[config.mk]
export PLATFORM = sky130hd
export DESIGN_NAME = frs_sequencer
export DESIGN_NICKNAME = d
export VERILOG_FILES = /design/src/rtl/frs_sequencer.v
export VERILOG_INCLUDE_DIRS = /design/src /design/src/rtl
export SDC_FILE = /design/constraint.sdc
export NUM_CORES = 1
export LEC_CHECK = 0
export ABC_AREA = 1
export BUFFER_PORTS_ARGS = -buffer_cell sky130_fd_sc_hd__buf_2
export CORE_MARGIN = 2
export CORE_UTILIZATION = 33
export DETAILED_ROUTE_END_ITERATION = 8
export SLEW_MARGIN = 25
export SYNTH_ARGS = -nofsm -noshare
export SYNTH_HDL_FRONTEND = slang
export SYNTH_SLANG_ARGS = --single-unit
[constraint.sdc]
create_clock -name sys_clk -period 1.9 [get_ports sys_clk]
set_input_delay 0.38 -clock sys_clk [delete_from_list [all_inputs] [get_ports sys_clk]]
set_output_delay 0.38 -clock sys_clk [all_outputs]
set_load 0.02 [all_outputs]
[src/rtl/frs_defines.vh]
// Constants for the flash power-on and reset sequencer.
// Assumes a 50 ns system clock and a 32-bit APB register port.
`ifndef FRS_DEFINES_VH
`define FRS_DEFINES_VH

`define FRS_CLK_NS 50
`define FRS_TICK_NS 25000
`define FRS_SETTLE_US 300
`define FRS_RECOV_US 30
`define FRS_TICK_US 25

`define FRS_ST_POR 3'h0
`define FRS_ST_RECOV 3'h1
`define FRS_ST_EXT 3'h2
`define FRS_ST_HWRST 3'h3
`define FRS_ST_STANDBY 3'h4

`define FRS_OFS_CTRL 8'h00
`define FRS_OFS_STATUS 8'h04
`define FRS_OFS_EXT 8'h08

`define FRS_CTRL_SWRST 0
`define FRS_STS_OTPLOCK 4
`define FRS_STS_OTPFAIL 5
`define FRS_STS_PORBAD 6
`define FRS_STS_COLD 7

`define FRS_EXT_RESET 16'hFFFF
`define FRS_EXT_NONE 16'hFFFF

`endif

[src/rtl/frs_sequencer.v]
// Power-on (cold) and hardware (warm) reset sequencer of a serial flash.
// Assumes synchronous supply-detector levels and host pins, and an APB master.
//
// Functional notes
// - After supplies are good, ignore all inputs until the settle time elapses.
// - Fall below reinit threshold then recovery starts power-on reset, cold algorithm.
// - Core supply below lockout refuses every program and erase operation.
// - Dip staying above lockout keeps initialised state, no reinitialisation.
// - A software reset command recovers from a bad power-up lock-up; here it runs only the warm recovery and leaves porBad_q set.
// - During settle and extension ignore hardware reset, chip select, commands.
// - In power-on reset: not selectable, no commands, only reset output driven.
// - Reset low during power-on ends after both settle and recovery times.
// - At settle end stay in hardware reset if reset low, else standby.
// - Chip select level during settle does not affect the cold reset.
// - Incomplete power-on makes a later hardware reset run the cold reset.
// - Reset output pulled low during power-on, released after internal reset and extension.
// - Standby at once on reset output release; no commands while it is low.
// - Sixteen-bit extension register defaults to all ones, meaning no added time.
// - Extension lasts register value plus one ticks of the extension clock.
// - Extension register is one-time programmable; later programming attempts fail.
// - Interrupt output is high impedance once supply reaches its minimum.
// - Hardware reset aborts operations, exits overlay, tristates outputs, idles controller.
// - Hardware reset clears the status register to its reset value.
// - Chip select ignored during recovery; host keeps it high meanwhile.
//
// Decided for this implementation: the APB register port and the register offsets.
`timescale 1ns/1ps
`include "frs_defines.vh"

module frs_sequencer #(
    parameter TICK_CYCLES = `FRS_TICK_NS / `FRS_CLK_NS,
    parameter SETTLE_TICKS = (`FRS_SETTLE_US + `FRS_TICK_US - 1) / `FRS_TICK_US,
    parameter RECOV_TICKS = (`FRS_RECOV_US + `FRS_TICK_US - 1) / `FRS_TICK_US
) (
    input wire sys_clk,
    input wire rst_b,
    input wire psel,
    input wire penable,
    input wire pwrite,
    input wire [7:0] paddr,
    input wire [31:0] pwdata,
    output reg [31:0] prdata,
    output reg pready,
    output reg pslverr,
    input wire supplyOk,
    input wire belowLockout,
    input wire belowReinit,
    input wire hwResetN,
    input wire chipSelN,
    output reg resetOutOe,
    output reg intOe,
    output reg dataOe,
    output reg selectEn,
    output reg cmdEn,
    output reg pgmEraseEn,
    output reg abortOp,
    output reg asoExit,
    output reg statusClr,
    output reg [2:0] seqState
);

    // Sequencer state, settle and extension timing, and supply bookkeeping.
    reg [2:0] state_q;
    reg [2:0] state_d;
    reg [15:0] tickDiv_q;
    reg [15:0] timer_q;
    reg [15:0] timer_d;
    reg timerLoad;
    reg tick_q;
    reg cold_q;
    reg cold_d;
    reg hwSeen_q;
    reg hwSeen_d;
    reg reinitPend_q;
    reg porBad_q;
    reg [15:0] extReg_q;
    reg otpLock_q;
    reg otpFail_q;
    reg swReset;
    reg resetEntry;
    wire apbWrite;
    wire apbSetup;
    wire timerDone;
    wire extNone;
    wire [15:0] extTicks;

    assign apbSetup = psel & ~penable;
    assign apbWrite = psel & penable & pready & pwrite;
    // A timed period ends on the tick that would take the timer to zero.
    assign timerDone = tick_q && (timer_q == 16'h0001);
    // All ones in the extension register means no added reset time.
    assign extNone = (extReg_q == `FRS_EXT_NONE);
    assign extTicks = extReg_q + 16'h0001;

    // The tick divider restarts on every timer load, so a timed period is
    // never short by a partial tick; it may be long by at most one sys_clk.
    // The tick period has to stay within the allowed extension clock range.
    always @(posedge sys_clk or negedge rst_b) begin
        if (!rst_b) begin
            tickDiv_q <= 16'h0000;
            tick_q <= 1'b0;
        end else if (timerLoad || tickDiv_q == TICK_CYCLES[15:0] - 16'h0001) begin
            tickDiv_q <= 16'h0000;
            tick_q <= ~timerLoad;
        end else begin
            tickDiv_q <= tickDiv_q + 16'h0001;
            tick_q <= 1'b0;
        end
    end

    // Supply tracking: only a fall below the reinit threshold asks for a
    // cold restart, a dip below lockout alone marks power-on as unreliable.
    // A dip that stays above lockout touches neither flag, so the device
    // keeps its initialised state and carries on once supply is back.
    // The unreliable mark is cleared only by a settle that ends with supply good.
    always @(posedge sys_clk or negedge rst_b) begin
        if (!rst_b) begin
            reinitPend_q <= 1'b0;
            porBad_q <= 1'b0;
        end else begin
            if (belowReinit) begin
                reinitPend_q <= 1'b1;
            end else if (state_q == `FRS_ST_POR) begin
                reinitPend_q <= 1'b0;
            end
            if (belowLockout && !belowReinit) begin
                porBad_q <= 1'b1;
            end else if (state_q == `FRS_ST_POR && timerDone && supplyOk) begin
                porBad_q <= 1'b0;
            end
        end
    end

    always @* begin
        state_d = state_q;
        timer_d = timer_q;
        timerLoad = 1'b0;
        cold_d = cold_q;
        hwSeen_d = hwSeen_q;
        resetEntry = 1'b0;
        if (tick_q && timer_q != 16'h0000) begin
            timer_d = timer_q - 16'h0001;
        end
        if (reinitPend_q && supplyOk && !belowReinit) begin
            state_d = `FRS_ST_POR;
            timer_d = SETTLE_TICKS[15:0];
            timerLoad = 1'b1;
            cold_d = 1'b1;
            hwSeen_d = 1'b0;
        end else begin
            case (state_q)
                `FRS_ST_POR: begin
                    // Chip select is never looked at here, so its level cannot
                    // steer the cold reset; a low reset pin is only remembered.
                    if (!hwResetN) begin
                        hwSeen_d = 1'b1;
                    end
                    if (!supplyOk) begin
                        timer_d = SETTLE_TICKS[15:0];
                        timerLoad = 1'b1;
                    end else if (timerDone) begin
                        timerLoad = 1'b1;
                        if (hwSeen_q || !hwResetN) begin
                            state_d = `FRS_ST_RECOV;
                            timer_d = RECOV_TICKS[15:0];
                        end else if (!extNone) begin
                            state_d = `FRS_ST_EXT;
                            timer_d = extTicks;
                        end else begin
                            state_d = `FRS_ST_STANDBY;
                            cold_d = 1'b0;
                        end
                    end
                end
                `FRS_ST_RECOV: begin
                    // Chip select is ignored for the whole recovery time.
                    if (timerDone) begin
                        timerLoad = 1'b1;
                        // After a cold recovery the extension still has to run.
                        if (cold_q && !extNone) begin
                            state_d = `FRS_ST_EXT;
                            timer_d = extTicks;
                        end else if (!hwResetN) begin
                            state_d = `FRS_ST_HWRST;
                            cold_d = 1'b0;
                        end else begin
                            state_d = `FRS_ST_STANDBY;
                            cold_d = 1'b0;
                        end
                    end
                end
                `FRS_ST_EXT: begin
                    // Reset input is ignored until the extension has run out.
                    if (timerDone) begin
                        cold_d = 1'b0;
                        if (!hwResetN) begin
                            state_d = `FRS_ST_HWRST;
                        end else begin
                            state_d = `FRS_ST_STANDBY;
                        end
                    end
                end
                `FRS_ST_HWRST: begin
                    // Recovery or the extension has already run, so leaving needs no timer of its own.
                    if (hwResetN) begin
                        state_d = `FRS_ST_STANDBY;
                    end
                end
                `FRS_ST_STANDBY: begin
                    if (!hwResetN || swReset) begin
                        resetEntry = 1'b1;
                        timerLoad = 1'b1;
                        // A hardware reset with power-on marked unreliable reruns the cold algorithm.
                        if (porBad_q && !hwResetN) begin
                            state_d = `FRS_ST_POR;
                            timer_d = SETTLE_TICKS[15:0];
                            cold_d = 1'b1;
                            hwSeen_d = 1'b1;
                        end else begin
                            state_d = `FRS_ST_RECOV;
                            timer_d = RECOV_TICKS[15:0];
                        end
                    end
                end
                default: begin
                    // An illegal state code restarts a full cold reset rather than guessing.
                    state_d = `FRS_ST_POR;
                    timer_d = SETTLE_TICKS[15:0];
                    timerLoad = 1'b1;
                    cold_d = 1'b1;
                end
            endcase
        end
    end

    // Releasing rst_b stands for power arriving, so the sequencer starts in
    // power-on reset with a full settle time loaded.
    always @(posedge sys_clk or negedge rst_b) begin
        if (!rst_b) begin
            state_q <= `FRS_ST_POR;
            timer_q <= SETTLE_TICKS[15:0];
            cold_q <= 1'b1;
            hwSeen_q <= 1'b0;
        end else begin
            state_q <= state_d;
            timer_q <= timer_d;
            cold_q <= cold_d;
            hwSeen_q <= hwSeen_d;
        end
    end

    // Pin-facing outputs, all registered from the next state, except the reset side-effect pulses, which come from resetEntry.
    // Deriving them from the next state keeps them in step with seqState
    // instead of one cycle behind it.
    always @(posedge sys_clk or negedge rst_b) begin
        if (!rst_b) begin
            resetOutOe <= 1'b1;
            intOe <= 1'b0;
            dataOe <= 1'b0;
            selectEn <= 1'b0;
            cmdEn <= 1'b0;
            pgmEraseEn <= 1'b0;
            abortOp <= 1'b0;
            asoExit <= 1'b0;
            statusClr <= 1'b0;
            seqState <= `FRS_ST_POR;
        end else begin
            resetOutOe <= (state_d == `FRS_ST_POR) || (state_d == `FRS_ST_EXT)
                || (state_d == `FRS_ST_RECOV && cold_d);
            intOe <= 1'b0;
            dataOe <= (state_d == `FRS_ST_STANDBY) && hwResetN;
            selectEn <= (state_d == `FRS_ST_STANDBY);
            cmdEn <= (state_d == `FRS_ST_STANDBY) && !chipSelN;
            pgmEraseEn <= (state_d == `FRS_ST_STANDBY) && !belowLockout;
            abortOp <= resetEntry;
            asoExit <= resetEntry;
            statusClr <= resetEntry;
            seqState <= state_d;
        end
    end

    // Register port: zero wait states, read data captured in the setup cycle.
    // A software reset request is only acted on in standby.
    always @* begin
        swReset = apbWrite && (paddr == `FRS_OFS_CTRL) && pwdata[`FRS_CTRL_SWRST];
    end

    always @(posedge sys_clk or negedge rst_b) begin
        if (!rst_b) begin
            pready <= 1'b0;
            pslverr <= 1'b0;
            prdata <= 32'h00000000;
        end else begin
            pready <= apbSetup;
            // Unmapped offsets answer with an error and change nothing.
            pslverr <= apbSetup && (paddr != `FRS_OFS_CTRL)
                && (paddr != `FRS_OFS_STATUS) && (paddr != `FRS_OFS_EXT);
            if (apbSetup && !pwrite) begin
                case (paddr)
                    `FRS_OFS_STATUS: begin
                        prdata <= {24'h000000, cold_q, porBad_q, otpFail_q,
                            otpLock_q, 1'b0, state_q};
                    end
                    `FRS_OFS_EXT: begin
                        prdata <= {16'h0000, extReg_q};
                    end
                    default: begin
                        prdata <= 32'h00000000;
                    end
                endcase
            end
        end
    end

    // The extension register is programmable once; a second attempt leaves
    // it unchanged and raises a sticky failure flag (write one to clear, but
    // a new failure in the same cycle wins).
    always @(posedge sys_clk or negedge rst_b) begin
        if (!rst_b) begin
            extReg_q <= `FRS_EXT_RESET;
            otpLock_q <= 1'b0;
            otpFail_q <= 1'b0;
        end else begin
            if (apbWrite && paddr == `FRS_OFS_EXT) begin
                if (otpLock_q) begin
                    otpFail_q <= 1'b1;
                end else begin
                    extReg_q <= pwdata[15:0];
                    otpLock_q <= 1'b1;
                end
            end else if (apbWrite && paddr == `FRS_OFS_STATUS
                    && pwdata[`FRS_STS_OTPFAIL]) begin
                otpFail_q <= 1'b0;
            end
        end
    end

endmodule

==> qor.yml <==
die_h_um: 127.6
antenna_found_initial: 0
num_io_pins: 96
clk_latency_ps: 350
violations: "negative setup slack"
multi_input_area_um2: 2660
final.setup_skew_ps: 6.553
hold_viol_final: 0
critPathKind: "reg2reg"
grtUsageMet2_pct: 27.96
fillerInstances: 1525
grt_pass1_wl_mm: 21.27
finalSetupTns_ps: -600.9
dpl.hpwl_mm: 9.763
endpoint_kind: "flop"
wl_mm: 12.89
first_global_vias: 4585
wl_per_cell_um: 13.31
vias: 4518
cts_sinks: 82
h-tree-depth: 3
initial_utilization_pct: 33.42
drv_cap: 0
nNetsFinal: 829
viasPerCell: 4.667
finalMaxSlewViolations: 0
p_leak_nw: 3.363
grt.total_usage_pct: 16.57
fmax_ghz: 0.5057
r2r_slack_ps: -80
synth_edf_count: 0
grt_max_degree: 40
drt-pass1-iter-count: 4
syn_inst: 646
crit_required_ps: 2170
die_x_um: 127.6
netlist.top_cell.by_area: "dfrtp_1"
min_period_over_period_pct: 104.1
use_met1_pct: 20.48
regArea_um2: 2077
start_kind: "flop"
status: "finished, violations left"
clk_path_buf_depth: 2
core-area_um2: 15090
initialDrtViolationCount: 299
n_antenna_cell: 0
drc: 0
seq_area_frac_synth_pct: 41.18
setup_slack_ps: -77.35
die-area_um2: 16290
synth_warnings: 0
cts_tree: "done"
rows: 45
ant_nets: 0
synth.top_cell.area_share_pct: 30.76
peakVddDrop_uv: 352.2
arrival_ps: 2250
area_delta_synth_final_pct: 29.10
path_max_fanout: 5
yosys-top-cells-count: "131 x nand2_1, 94 x nor2_1, 79 x inv_1"
yosysMostFrequentCell: "nand2_1"
io_buffer_count: 62
drive_above_1_share_pct: 32.44
avgSynthCellArea_um2: 7.807
ys_types: 47
p_per_area_nw_per_um2: 581.8
use_met3_pct: 3.183
fin_crit_ps: 1977
synthArstFlopShare_pct: 100.0
synth_ff_type: "dfrtp_1"
clockRootBuffer: "clkbuf_16"
clk_pin_slew_worst_paths_ps: 60
yosys_register_bits: 82
grt_overflow: 0
syn_area_um2: 5044
synth_area_leaders: "dfrtp_1 31%, dfstp_2 10%, nand2_1 9.7%"
final_util_pct: 43.15
min_path_type: "in2reg"
place_congestion: 0.9099
rsz0062_at_grt: "yes"
finalSetupViolCount: 17
cts_buffers: 9
grt.busiest_layer: "met2"
==> where the power goes <==
| part | internal (W) | switching (W) | total (W) | leakage (nW) |
|---|---|---|---|---|
| Sequential | 0.00176 | 0.00000839 | 0.00177 | 1.05 |
| Clock | 0.00106 | 0.000725 | 0.00178 | 0.135 |
| Combinational | 0.0000863 | 0.000153 | 0.000240 | 2.18 |
==> state kept, by name (all words and copies together), names as in the netlist, 3 cells and up <==
signal and cells:
extReg_q 16, prdata 16, tickDiv_q 16, timer_q 16, seqState 3
==> final timing paths <==
check	startpoint	to	depth (start not counted)
worst max-delay path	extReg_q[1]	timer_q[5]	12
worst min-delay path	chipSelN	cmdEn	2
worst max register to register	extReg_q[1]	timer_q[5]	12
worst min register to register	prdata[15]	prdata[15]	2
max in group asynchronous	rst_b	extReg_q[4]	3
min in group asynchronous	rst_b	tickDiv_q[7]	2
==> metrics by stage <==
step                total power (W)  hold slack, ps  setup slack (ps)  cells  instance area (um2)
floorplan                  0.001926           84.41             86.22    662                 5104
global placement           0.002018           323.8            -47.00    937                 5909
detailed placement         0.002019           328.2            -80.22    937                 5909
CTS                        0.003829           160.2            -47.06    966                 6407
global route               0.003928           160.3            -189.2    968                 6511
finish                     0.003788           174.7            -77.35    968                 6511
==> cell families (layout without fill, tap and decap cells) <==
group	count (synthesis)	in the layout	synth area share (%)
other	1	17	0.07435
AND/OR/NAND/NOR	332	333	31.21
adder cells (fa/ha/maj)	4	4	0.9923
buffers and inverters	112	229	10.42
flip-flops	82	82	41.18
multiplexers	8	8	1.786
AO/OA/AOI/OAI	87	87	10.87
XOR/XNOR	20	20	3.473
==> layer usage <==
layer	vias up	share of wire [%]
li1	2308	-
met1	2071	45
met2	107	48
met3	32	4.0
met4	0	2.8
met5	-	0
==> worst max-delay path, stage by stage (launching register included) <==
cell and delay [ps]:
dfstp_2 550, ha_4 150, nand2_4 50, nor2_4 150, nand2_4 90, nor2_4 160, nand3_2 110, nand2_2 90
nand2_2 70, nand2_4 120, buf_8 140, nand3_4 70, a21oi_2 130
==> cell type report <==
cell class                 count  share of cell area, %
multi-input combinational    469                  40.85
sequential                    82                  31.90
timing repair buffer         131                  14.32
inverter                      82                  4.727
clock buffer                  12                  3.786
tap                          188                  3.613
clock inverter                 4                 0.8071
==> cell usage in the layout, fill, tap and decap left out, types with 3 or more instances in the layout <==
cell	instances
buf_2	61
nor2_2	6
nor3_1	11
inv_2	7
dfrtp_1	62
xnor2_1	8
a21oi_2	11
nand3_2	3
nand2_4	11
o21ai_0	17
o31ai_1	8
nand3b_1	3
buf_4	61
nor2_4	8
clkbuf_16	10
a21oi_1	28
mux2_2	8
inv_1	75
dfstp_2	20
nor2_1	92
o21ai_1	3
xor2_1	12
buf_12	4
clkinvlp_4	3
conb_1	17
o22ai_1	8
nand2_1	125
nand4_1	12
nor3_2	5
o211ai_1	3
nand2_2	15
nand3_1	31
ha_1	3
==> timing repair <==
| action | 4_1_cts | 5_1_grt |
|---|---|---|
| buffers inserted | 10 | 2 |
| resized for setup | 19 | 24 |
| pin swaps | 4 | 13 |
| hold buffers | 1 | 0 |
| endpoints found under the setup margin | 17 | 24 |
| cloned | 2 | 1 |
| hold endpoints to repair | 25 | 0 |
Power figures use the tool's default switching activity.
